--- config.mk ---
export PLATFORM = sky130hd
export DESIGN_NAME = pcs_top
export DESIGN_NICKNAME = d
export VERILOG_FILES = /design/src/core/pcs_top.v /design/src/core/pcs_counter.v /design/src/core/pcs_irq.v
export VERILOG_INCLUDE_DIRS = /design/src /design/src/core
export SDC_FILE = /design/constraint.sdc
export NUM_CORES = 1
export LEC_CHECK = 0
export ABC_AREA = 1
export ABC_CLOCK_PERIOD_IN_PS = 2300
export CAP_MARGIN = 20
export CORE_UTILIZATION = 42
export CTS_CLUSTER_SIZE = 14
export DETAILED_ROUTE_END_ITERATION = 10
export DONT_BUFFER_PORTS = 1
export HOLD_SLACK_MARGIN = 0.03
export MAX_ROUTING_LAYER = met4
export PLACE_DENSITY = 0.54
export SLEW_MARGIN = 20
export SYNTH_ARGS = -nofsm -noshare
export SYNTH_HDL_FRONTEND = slang
export SYNTH_SLANG_ARGS = --single-unit
--- constraint.sdc ---
create_clock -name core_clk -period 2.3 [get_ports core_clk]
set_clock_uncertainty 0.05 [all_clocks]
set_input_delay 0.46 -clock core_clk [delete_from_list [all_inputs] [get_ports core_clk]]
set_output_delay 0.46 -clock core_clk [all_outputs]
set_load 0.1 [all_outputs]
--- src/core/pcs_consts.vh ---
`ifndef PCS_CONSTS_VH
`define PCS_CONSTS_VH

// Bus geometry
`define PCS_ADDR_W          12
`define PCS_DATA_W          16

// Register offsets
`define PCS_OFF_CTRL        12'h01b
`define PCS_OFF_PKT_LO      12'h61d
`define PCS_OFF_PKT_HI      12'h61e
`define PCS_OFF_FLAGS       12'h620
`define PCS_OFF_ERR_LO      12'h622
`define PCS_OFF_ERR_HI      12'h623
`define PCS_OFF_CFG         12'h630
`define PCS_OFF_IRQ_STAT    12'h631
`define PCS_OFF_IRQ_MASK    12'h632

// Control register trigger bits
`define PCS_CTRL_LOCK       0
`define PCS_CTRL_LOCK_CLR   1
`define PCS_CTRL_PKT_LOCK   14
`define PCS_CTRL_CLR_ALL    15

// Flags register fields
`define PCS_FLG_DONE        12
`define PCS_FLG_BUSY        11
`define PCS_FLG_PKT_OV      10
`define PCS_FLG_BYTE_OV     9
`define PCS_FLG_LOCK        8
`define PCS_FLG_TALLY_HI    7

// Configuration register fields
`define PCS_CFG_CONT        0

// Interrupt status and mask fields
`define PCS_IRQ_N           5
`define PCS_IRQ_DONE        0
`define PCS_IRQ_PKT_OV      1
`define PCS_IRQ_BYTE_OV     2
`define PCS_IRQ_TALLY_OV    3
`define PCS_IRQ_WRAP        4

// Reset values
`define PCS_RST_REG         16'h0000
`define PCS_RST_CFG         1'b0
`define PCS_RST_IRQ         5'h00

`endif

--- src/core/pcs_top.v ---
// Functional notes
// - Count checker packets in 32 bits, two halves
// - Control bit 15 or 14 freezes packet count
// - Single mode stops packet counter at all-ones
// - Set finished bit 12 after generator completes
// - Show generator active at status bit 11
// - Packet overflow flag bit 10, cleared by bit 15
// - Byte overflow flag bit 9, cleared by bit 15
// - Eight-bit error tally, frozen by bit 0/1
// - Single mode stops error tally at 0xff
// - Bit 0 locks packet count and tally, bit 1 locks and clears
// - 32-bit error byte counter, cleared by 15/14
// - Continuous mode pulses at max, restarts from zero
`timescale 1ns/1ps
`include "pcs_consts.vh"

module pcs_top #(
    parameter AW  = `PCS_ADDR_W,
    parameter DW  = `PCS_DATA_W,
    parameter PKT_W  = 32,
    parameter ERR_W  = 32,
    parameter BYTE_W = 16,
    parameter TAL_W  = 8
) (
    // Clock, enable and reset
    input  wire          core_clk,
    input  wire          ce,
    input  wire          rst,
    // Register port
    input  wire [AW-1:0] regAddr,
    input  wire [DW-1:0] regWdata,
    input  wire          regWr,
    input  wire          regRd,
    output wire [DW-1:0] regRdata,
    // Checker events
    input  wire          chkPktRx,
    input  wire          chkByteRx,
    input  wire          chkByteErr,
    input  wire          chkLock,
    // Generator status
    input  wire          genBusy,
    input  wire          genDone,
    // Outputs
    output wire          irq,
    output wire          counterWrap
);
    reg  [DW-1:0]        rdata_q;
    reg  [DW-1:0]        rdata_d;
    reg                  contMode_q;
    reg                  pktOv_q;
    reg                  byteOv_q;
    reg                  done_q;
    reg                  busy_q;
    reg                  lock_q;
    reg                  wrap_q;

    wire                 ctrlWr;
    wire                 lockAll;
    wire                 clrAll;
    wire                 clrErr;
    wire                 statWr;
    wire                 maskWr;
    wire                 irqLine;

    wire [PKT_W-1:0]     pktSnap;
    wire [ERR_W-1:0]     errCount;
    wire [PKT_W+31:0]    pktSnapPad;
    wire [ERR_W+31:0]    errCountPad;
    wire [31:0]          pktSnapWin;
    wire [31:0]          errCountWin;
    wire [TAL_W-1:0]     tallySnap;
    wire                 pktWrap;
    wire                 errWrap;
    wire                 byteWrap;
    wire                 tallyWrap;
    wire                 pktOvEv;
    wire                 byteOvEv;
    wire                 tallyOvEv;
    wire [`PCS_IRQ_N-1:0] irqEvents;
    wire [`PCS_IRQ_N-1:0] irqStatus;
    wire [`PCS_IRQ_N-1:0] irqMask;
    wire [DW-1:0]        flagsWord;

    function [DW-1:0] pickHalf;
        input [31:0] value;
        input        high;
        begin
            pickHalf = high ? value[31:16] : value[15:0];
        end
    endfunction

    function isAddr;
        input [AW-1:0] a;
        input [AW-1:0] off;
        begin
            isAddr = (a == off);
        end
    endfunction

    assign regRdata    = rdata_q;
    assign irq         = irqLine;
    assign counterWrap = wrap_q;

    // Counter widths up to 32 bits meet the fixed 32-bit read window
    assign pktSnapPad  = {32'h00000000, pktSnap};
    assign pktSnapWin  = pktSnapPad[31:0];
    assign errCountPad = {32'h00000000, errCount};
    assign errCountWin = errCountPad[31:0];

    // Control triggers act only on bits written as one
    assign ctrlWr  = regWr & isAddr(regAddr, `PCS_OFF_CTRL);
    assign lockAll = ctrlWr & (regWdata[`PCS_CTRL_LOCK] | regWdata[`PCS_CTRL_LOCK_CLR]
                     | regWdata[`PCS_CTRL_PKT_LOCK] | regWdata[`PCS_CTRL_CLR_ALL]);
    assign clrAll  = ctrlWr & (regWdata[`PCS_CTRL_LOCK_CLR]
                     | regWdata[`PCS_CTRL_CLR_ALL]);
    assign clrErr  = ctrlWr & (regWdata[`PCS_CTRL_PKT_LOCK]
                     | regWdata[`PCS_CTRL_CLR_ALL] | regWdata[`PCS_CTRL_LOCK_CLR]);
    assign statWr  = regWr & isAddr(regAddr, `PCS_OFF_IRQ_STAT);
    assign maskWr  = regWr & isAddr(regAddr, `PCS_OFF_IRQ_MASK);

    // Received packet counter, readable through its snapshot
    pcs_counter #(
        .W          (PKT_W)
    ) u_pkt (
        .core_clk   (core_clk),
        .ce         (ce),
        .rst        (rst),
        .inc        (chkPktRx),
        .clr        (clrAll),
        .lock       (lockAll),
        .contMode   (contMode_q),
        .count      (),
        .snap       (pktSnap),
        .wrapPulse  (pktWrap),
        .ovEvent    (pktOvEv)
    );

    // Errored byte counter, read live
    pcs_counter #(
        .W          (ERR_W)
    ) u_err (
        .core_clk   (core_clk),
        .ce         (ce),
        .rst        (rst),
        .inc        (chkByteErr),
        .clr        (clrErr),
        .lock       (1'b0),
        .contMode   (contMode_q),
        .count      (errCount),
        .snap       (),
        .wrapPulse  (errWrap),
        .ovEvent    ()
    );

    // Received byte counter; only its overflow is visible here
    pcs_counter #(
        .W          (BYTE_W)
    ) u_byte (
        .core_clk   (core_clk),
        .ce         (ce),
        .rst        (rst),
        .inc        (chkByteRx),
        .clr        (clrAll),
        .lock       (1'b0),
        .contMode   (contMode_q),
        .count      (),
        .snap       (),
        .wrapPulse  (byteWrap),
        .ovEvent    (byteOvEv)
    );

    // Errored byte tally
    pcs_counter #(
        .W          (TAL_W)
    ) u_tally (
        .core_clk   (core_clk),
        .ce         (ce),
        .rst        (rst),
        .inc        (chkByteErr),
        .clr        (clrAll),
        .lock       (lockAll),
        .contMode   (contMode_q),
        .count      (),
        .snap       (tallySnap),
        .wrapPulse  (tallyWrap),
        .ovEvent    (tallyOvEv)
    );

    assign irqEvents = {(pktWrap | errWrap | byteWrap | tallyWrap),
                        tallyOvEv, byteOvEv, pktOvEv, genDone};

    pcs_irq #(
        .N          (`PCS_IRQ_N)
    ) u_irq (
        .core_clk   (core_clk),
        .ce         (ce),
        .rst        (rst),
        .events     (irqEvents),
        .statWr     (statWr),
        .maskWr     (maskWr),
        .wdata      (regWdata[`PCS_IRQ_N-1:0]),
        .status     (irqStatus),
        .mask       (irqMask),
        .irq        (irqLine)
    );

    // Status flags; clrAll wins over a same-cycle overflow event, genDone over a run start
    always @(posedge core_clk) begin
        if (rst) begin
            pktOv_q  <= 1'b0;
            byteOv_q <= 1'b0;
            done_q   <= 1'b0;
            busy_q   <= 1'b0;
            lock_q   <= 1'b0;
            wrap_q   <= 1'b0;
        end else if (ce) begin
            if (pktOvEv) begin
                pktOv_q <= 1'b1;
            end else if (clrAll) begin
                pktOv_q <= 1'b0;
            end
            if (byteOvEv) begin
                byteOv_q <= 1'b1;
            end else if (clrAll) begin
                byteOv_q <= 1'b0;
            end
            // Finished stays until the generator starts a new run
            if (genDone) begin
                done_q <= 1'b1;
            end else if (genBusy && !busy_q) begin
                done_q <= 1'b0;
            end
            busy_q <= genBusy;
            lock_q <= chkLock;
            wrap_q <= pktWrap | errWrap | byteWrap | tallyWrap;
        end
    end

    // Configuration register
    always @(posedge core_clk) begin
        if (rst) begin
            contMode_q <= `PCS_RST_CFG;
        end else if (ce) begin
            if (regWr && isAddr(regAddr, `PCS_OFF_CFG)) begin
                contMode_q <= regWdata[`PCS_CFG_CONT];
            end
        end
    end

    assign flagsWord = {3'h0, done_q, busy_q, pktOv_q, byteOv_q, lock_q, tallySnap};

    // Read decode; writes to counter and flag offsets have no effect
    always @* begin
        rdata_d = `PCS_RST_REG;
        if (isAddr(regAddr, `PCS_OFF_PKT_LO)) begin
            rdata_d = pickHalf(pktSnapWin, 1'b0);
        end else if (isAddr(regAddr, `PCS_OFF_PKT_HI)) begin
            rdata_d = pickHalf(pktSnapWin, 1'b1);
        end else if (isAddr(regAddr, `PCS_OFF_FLAGS)) begin
            rdata_d = flagsWord;
        end else if (isAddr(regAddr, `PCS_OFF_ERR_LO)) begin
            rdata_d = pickHalf(errCountWin, 1'b0);
        end else if (isAddr(regAddr, `PCS_OFF_ERR_HI)) begin
            rdata_d = pickHalf(errCountWin, 1'b1);
        end else if (isAddr(regAddr, `PCS_OFF_CFG)) begin
            rdata_d = {15'h0000, contMode_q};
        end else if (isAddr(regAddr, `PCS_OFF_IRQ_STAT)) begin
            rdata_d = {11'h000, irqStatus};
        end else if (isAddr(regAddr, `PCS_OFF_IRQ_MASK)) begin
            rdata_d = {11'h000, irqMask};
        end
    end

    // Read data valid only in the cycle after the strobe
    always @(posedge core_clk) begin
        if (rst) begin
            rdata_q <= `PCS_RST_REG;
        end else if (ce) begin
            rdata_q <= regRd ? rdata_d : `PCS_RST_REG;
        end
    end
endmodule

--- src/core/pcs_counter.v ---
`timescale 1ns/1ps
`include "pcs_consts.vh"

module pcs_counter #(
    parameter W = 32
) (
    // Clock and reset
    input  wire         core_clk,
    input  wire         ce,
    input  wire         rst,
    // Control
    input  wire         inc,
    input  wire         clr,
    input  wire         lock,
    input  wire         contMode,
    // Results
    output wire [W-1:0] count,
    output wire [W-1:0] snap,
    output wire         wrapPulse,
    output wire         ovEvent
);
    reg  [W-1:0] count_q;
    reg  [W-1:0] snap_q;
    reg          wrap_q;
    wire         atMax;

    assign atMax     = &count_q;
    assign ovEvent   = inc & atMax & ~clr;
    assign count     = count_q;
    assign snap      = snap_q;
    assign wrapPulse = wrap_q;

    always @(posedge core_clk) begin
        if (rst) begin
            count_q <= {W{1'b0}};
            snap_q  <= {W{1'b0}};
            wrap_q  <= 1'b0;
        end else if (ce) begin
            // Snapshot takes the value before a same-cycle clear
            if (lock) begin
                snap_q <= count_q;
            end
            if (clr) begin
                count_q <= {{(W-1){1'b0}}, inc};
            end else if (inc) begin
                if (!atMax) begin
                    count_q <= count_q + {{(W-1){1'b0}}, 1'b1};
                end else if (contMode) begin
                    count_q <= {W{1'b0}};
                end
            end
            wrap_q <= ovEvent & contMode;
        end
    end
endmodule

--- src/core/pcs_irq.v ---
`timescale 1ns/1ps
`include "pcs_consts.vh"

module pcs_irq #(
    parameter N = 5
) (
    // Clock and reset
    input  wire         core_clk,
    input  wire         ce,
    input  wire         rst,
    // Event inputs, one-cycle pulses
    input  wire [N-1:0] events,
    // Software access
    input  wire         statWr,
    input  wire         maskWr,
    input  wire [N-1:0] wdata,
    // State
    output wire [N-1:0] status,
    output wire [N-1:0] mask,
    output wire         irq
);
    reg [N-1:0] status_q;
    reg [N-1:0] mask_q;
    reg         irq_q;
    reg [N-1:0] status_d;

    assign status = status_q;
    assign mask   = mask_q;
    assign irq    = irq_q;

    // New event wins over a write-one clear in the same cycle
    always @* begin
        status_d = status_q;
        if (statWr) begin
            status_d = status_d & ~wdata;
        end
        status_d = status_d | events;
    end

    always @(posedge core_clk) begin
        if (rst) begin
            status_q <= {N{1'b0}};
            mask_q   <= {N{1'b0}};
            irq_q    <= 1'b0;
        end else if (ce) begin
            status_q <= status_d;
            if (maskWr) begin
                mask_q <= wdata;
            end
            irq_q <= |(status_d & (maskWr ? wdata : mask_q));
        end
    end
endmodule

==> results of run 1 <==
[layer usage]
metal  track usage [%]  routed length [um]
met1             35.97               15010
met2             43.86               14510
met3             3.788                1269
met4             7.796                 679
met5                 -                   0
[worst max-delay path by stage]
| stage | endpoint | cells after the start |
|---|---|---|
| 3_3_place_gp | u_err.count[30] | 10 |
| 2_1_floorplan | u_err.count[0] | 13 |
| 5_1_grt | u_byte.count[3] | 11 |
| 3_5_place_dp | u_err.count[23] | 10 |
| 4_1_cts | u_tally.count[6] | 10 |
| 6_report | u_pkt.count[15] | 10 |
[cell usage after synthesis]
master	count	share of area [%]
o21ai_4	1	0.16
o2111a_1	1	0.11
xnor2_1	6	0.53
a21oi_1	161	8.2
nand4_2	1	0.13
buf_2	12	0.61
nor2_2	7	0.44
nand3b_1	4	0.30
inv_4	1	0.063
nor2_8	1	0.20
nand4_1	18	1.1
nand2_1	449	17
nand3_1	108	5.5
nor4_1	3	0.19
nor2_1	192	7.3
and2_1	1	0.063
dfxtp_1	166	34
or2_2	15	0.95
xor2_1	24	2.1
a21oi_2	9	0.80
o21ai_0	94	4.8
nor3b_2	1	0.13
and3b_1	1	0.089
buf_6	12	1.4
buf_1	1	0.038
nand3_2	4	0.41
nor2_4	3	0.34
inv_2	10	0.38
a21o_1	1	0.076
o211ai_1	12	0.91
ha_1	4	0.51
nor3b_1	7	0.53
nor3_1	43	2.2
clkbuf_1	35	1.3
nor3_2	4	0.41
inv_1	144	5.5
nand4_4	1	0.22
a31oi_1	3	0.19
nand2_2	6	0.38
nor3_4	1	0.16
o21a_1	1	0.076
o22ai_1	1	0.063
nand3_4	2	0.35
buf_4	2	0.15
[what timing repair did]
action | 4_1_cts | 5_1_grt
hold buffers | 0 | 2
resized for setup | 0 | 4
endpoints found under the setup margin | 0 | 21
hold endpoints to repair | 0 | 6
[area by class of cell]
type                    instances  area, um2  area share [%]
clock buffers                  19      452.9           3.996
clock inverters                12      188.9           1.667
inverters                     155      584.3           5.155
multi-input cells            1190       5637           49.72
flip-flops and latches        166       3323           29.32
well taps                     313      391.6           3.455
repair buffers                 87      758.2           6.689
[kinds of logic after synthesis]
kind of cell	after synthesis
adders and majority gates	4
DFF	166
and+or+nand+nor	872
buffers and inverters	217
AOI/OAI and AO/OA	284
xor gates and xnor gates	30
[worst register-to-register path, stage by stage (launching register included)]
cell and delay, ns:
dfxtp_1 0.34, buf_4 0.15, inv_1 0.11, nor3_2 0.40, nand2_1 0.26, nor2_2 0.24, xor2_1 0.17, nand2_1 0.07
nor2_1 0.09, nand2_1 0.06, a21oi_1 0.12
[state kept, by name, summed over array words and instances, names as in the netlist, 5 cells and up]
| signal | count |
|---|---|
| u_tally.snap | 8 |
| u_tally.count | 8 |
| u_err.count | 32 |
| regRdata | 16 |
| u_irq.mask | 5 |
| u_pkt.count | 32 |
| u_byte.count | 16 |
| u_irq.status | 5 |
| u_pkt.snap | 32 |
[through the flow]
stage	instances	hold WS (ns)
after floorplan	1573	0.3842
after global placement	1909	0.3947
after detailed placement	1909	0.4000
after CTS	1940	0.03117
after global routing	1942	0.03090
final	1942	0.04138
[report_power, final]
part / total (uW) / switching, uW / leakage [uW] / internal [uW]
logic: 280 / 193 / 0.00275 / 86.9
clock network: 3200 / 1310 / 0.000310 / 1890
registers: 2910 / 16.6 / 0.00134 / 2900
total: 6390 / 1520 / 0.00440 / 4880
==> flow_metrics.tcl, run 1 <==
set metrics [dict create \
    post_synth_instance_area_um2 9876 \
    synthSimpleGateAreaFrac_pct 38.45 \
    finalSetupTns_ns 0 \
    first_pass_iters 5 \
    pwr_density_cell_nw_per_um2 563.9 \
    path_cells "buf_4 -> inv_1 -> nor3_2 -> nand2_1 -> nor2_2 -> xor2_1 -> nand2_1 -> nor2_1 -> nand2_1 -> a21oi_1" \
    root_buffer "clkbuf_16" \
    worst_slew_pin_slew_ns 0.4911 \
    slew_headroom_pct 67.22 \
    syn_inst 1573 \
    fin_crit_ns 2.120 \
    cts.sinks 166 \
    synth_fa_ha_area_share_pct 0.5068 \
    synthMuxAreaShare_pct 0 \
    ios 57 \
    wl_per_cell_um 16.21 \
    drcViolationCount 0 \
    outcome "complete, no violations" \
    slowest_stage "nor3_2" \
    cp_common_cell "nand2_1" \
    track_usage_pct 27.40 \
    initial_core_util_pct 43.23 \
    chipHeight_um 155.3 \
    num_vias 9927 \
    final.fill_count 2472 \
    ys_seq_elements 166 \
    critPathKind "reg -> reg" \
    report.final.hold_viol_count 0 \
    htreeDepth 4 \
    finalMaxSlewViolations 0 \
    cp.arrival_ns 2.44 \
    worst-r2r-cell-count 10 \
    dpl_cell_area_um2 10660 \
    start_kind "register" \
    hold_depth 1 \
    postCtsSetupBuffers 0 \
    final_common_cell "nand2_1" \
    ys_warn_count 0 \
    finalSetupViolations 0 \
    numCtsBuffers 17 \
    core-area_um2 22850 \
    crit_path_start "u_pkt.count[0]" \
    r2r_end "u_pkt.count[15]" \
    final_cell_area_um2 11340 \
    drive_gt1_share_pct 11.54 \
    synth_xor_area_share_pct 2.661 \
    worstPathRequired_ns 2.62 \
    r2r-start "u_pkt.count[0]" \
    grt_max_degree 108 \
    clk_pin_slew_ns 0.07 \
    clock_latency_ns 0.44 \
    drt-total-wl_mm 31.47 \
    antenna_cells 0 \
    synthDistinctLibCells 44 \
    dp_hpwl_mm 23.37 \
    synth_top_family_by_area "simple AND/OR/NAND/NOR gates" \
    total_power_uw 6393 \
    crit_buf_inv 2 \
    grt_pass1_wl_mm 49.80 \
    end_kind "register" \
    rsz0062_at_grt "false" \
    overflow 0 \
    ir_drop_uv 408.1 \
    synth-compound-area-share_pct 15.32 \
    critical_path.top_delay_family "simple AND/OR/NAND/NOR gates" \
    critPathMaxStageDelay_ns 0.40 \
    io_buffers 0 \
    most-common-layout-cells "nand2_1 (448), nor2_1 (190), dfxtp_1 (166)" \
    syn-num-nets 1616 \
    die-area_um2 24130 \
    min_path_type "in -> reg" \
    gp_congestion 0.9381 \
    leakagePower_uw 0.004402 \
    worstPathMaxFanout 5 \
    r2r_slack_ns 0.18 \
    utilization_pct 49.62 \
    fin_ws_ns 0.1804 \
    max_freq_mhz 471.8 \
    clk_path_buf_depth 2 \
    hold_path.startpoint "rst" \
    holdPathEnd "regRdata[1]" \
    yosysSeqAreaShare_pct 33.65 \
    syn2layout_area_growth_pct 14.79 \
    grt_pass1_vias 9127 \
    detail-route-antenna-nets 0 \
    drv_cap 0 \
    finalCritPeriodShare_pct 92.16 \
    fin_nets 1660 \
    viasPerCell 5.112 \
    tritoncts "built" \
    drtIter0Drc 729 \
    syn_area_per_cell_um2 6.278 \
    antenna_found_initial 0 \
    pre_cts_slack_ns 0.04486 \
    rows 55 \
    die_w_um 155.3 \
]
Power figures use the tool's default switching activity.
==> run 2: changes to the inputs <==
Settings changed: CELL_PAD_IN_SITES_DETAIL_PLACEMENT from default to 1, CELL_PAD_IN_SITES_GLOBAL_PLACEMENT from default to 2, CORE_UTILIZATION 42 to 35, PLACE_DENSITY 0.54 to 0.78.
==> run 2 against run 1 <==
Net effect:
- die area is 20% higher
- combinational power is 8.6% higher
- core utilization is 8.2 points lower
- final cell count is 4.2% higher
- clock-buffer cell count is 1 lower
- critical endpoint is now u_pkt.count[20]
- largest cell class unchanged
- highest routed layer unchanged
==> flow_metrics.tcl, run 2 (synthesized netlist as in run 1, its figures left out) <==
set metrics [dict create \
    worstPathMaxFanout 25 \
    initial_core_util_pct 35.55 \
    multi_input_area_um2 5654 \
    track_usage_pct 26.09 \
    clk_path_buf_depth 2 \
    die_w_um 170.0 \
    cts.sinks 166 \
    holdWs_ns 0.05708 \
    antenna_cells 0 \
    chipHeight_um 170.0 \
    pwr_density_cell_nw_per_um2 542.3 \
    drtIter0Drc 608 \
    finalSetupViolations 0 \
    worst_slew_pin_slew_ns 0.6847 \
    tritoncts "built" \
    drcViolationCount 0 \
    clk_pin_slew_ns 0.07 \
    grt_max_degree 73 \
    die-area_um2 28890 \
    viasPerCell 5.115 \
    grt_pass1_wl_mm 56.39 \
    htreeDepth 4 \
    ios 57 \
    min_path_type "in -> reg" \
    leakagePower_uw 0.004450 \
    first_pass_iters 5 \
    finalCritPeriodShare_pct 92.27 \
    overflow 0 \
    finalMaxSlewViolations 0 \
    drv_cap 0 \
    num_vias 10347 \
    critPathKind "reg -> reg" \
    fin_ws_ns 0.1779 \
    syn2layout_area_growth_pct 16.50 \
    gp_congestion 0.8981 \
    end_kind "register" \
    rows 61 \
    fin_nets 1675 \
    drive_gt1_share_pct 12.52 \
    cp.arrival_ns 2.37 \
    most-common-layout-cells "nand2_1 (447), nor2_1 (190), dfxtp_1 (166)" \
    wl_per_cell_um 17.68 \
    io_buffers 0 \
    outcome "complete, no violations" \
    report.final.hold_viol_count 0 \
    clock_latency_ns 0.44 \
    numCtsBuffers 17 \
    drt-total-wl_mm 35.77 \
    root_buffer "clkbuf_16" \
    final.fill_count 3733 \
    worstPathRequired_ns 2.55 \
    fin_crit_ns 2.122 \
    pre_cts_slack_ns 0.03674 \
    start_kind "register" \
    final-seq-area_um2 3323 \
    dp_hpwl_mm 26.63 \
    slew_headroom_pct 54.21 \
    core-area_um2 27780 \
    final_common_cell "nand2_1" \
    max_freq_mhz 471.2 \
    ir_drop_uv 498.7 \
    detail-route-antenna-nets 0 \
    antenna_found_initial 0 \
    grt_pass1_vias 10112 \
]
-- run 2: cell count changes in the layout (fill, tap and decap cells not counted), sizes merged --
cell and delta:
inv +3, buf +14, clkinv +1, clkbuf -1, dlygate4sd3 +1, bufinv -2
-- run 2: area by class of cell --
cell class,instances,share of cell area [%]
Multi-Input combinational cell,1190,49.15
Inverter,155,5.101
Timing Repair Buffer,102,7.591
Clock inverter,14,1.436
Sequential cell,166,28.89
Clock buffer,18,3.730
Tap cell,378,4.111
-- run 2: routing by layer --
| metal | vias up | wire, um | global-route usage, % |
|---|---|---|---|
| met5 | - | 0 | - |
| met4 | 0 | 561 | 6.110 |
| met3 | 23 | 946 | 3.419 |
| met2 | 136 | 17350 | 43.21 |
| met1 | 4982 | 16910 | 33.61 |
| li1 | 5206 | - | - |
-- run 2: through the flow --
| stage | setup TNS [ns] | cells | instance area, um2 | power [uW] | util (%) |
|---|---|---|---|---|---|
| 2_1_floorplan | 0 | 1573 | 9876 | 3211 | - |
| 4_1_cts | 0 | 2022 | 11460 | 6325 | 41.26 |
| 3_3_place_gp | 0 | 1987 | 10830 | 3257 | 38.98 |
| 5_1_grt | -0.02441 | 2023 | 11500 | 6458 | 41.41 |
| 3_5_place_dp | 0 | 1987 | 10830 | 3263 | 38.98 |
| 6_report | 0 | 2023 | 11500 | 6239 | 41.41 |
-- run 2: power by group --
group / switching (uW) / internal [uW]
logic: 213 / 91.6
clock network: 1380 / 1640
registers: 17.8 / 2900
-- run 2: path summary, 6_finish.rpt --
check	startpoint	to	slack [ns]	depth (start not counted)
hold / removal	rst	regRdata[8]	0.06	1
hold reg to reg	u_tally.wrapPulse	u_tally.wrapPulse	0.42	2
setup reg to reg	u_pkt.count[27]	u_pkt.count[20]	0.18	9
setup / recovery	u_pkt.count[27]	u_pkt.count[20]	0.18	9
-- run 2: timing repair --
action                                  in CTS  in global routing
setup buffers                                0                  0
endpoints found under the setup margin       0                 21
endpoints found under the hold margin       25                  1
gates resized for setup                      0                 11
hold buffers                                 3                  1
-- run 2: critical path, stage by stage (launching register included) --
cell	delay (ns)
dfxtp_1	0.37
inv_1	0.10
nor3_2	0.23
nand3_1	0.10
nor2_1	0.21
nand3_2	0.20
o21ai_4	0.33
inv_4	0.21
nand2_1	0.12
a21oi_1	0.06
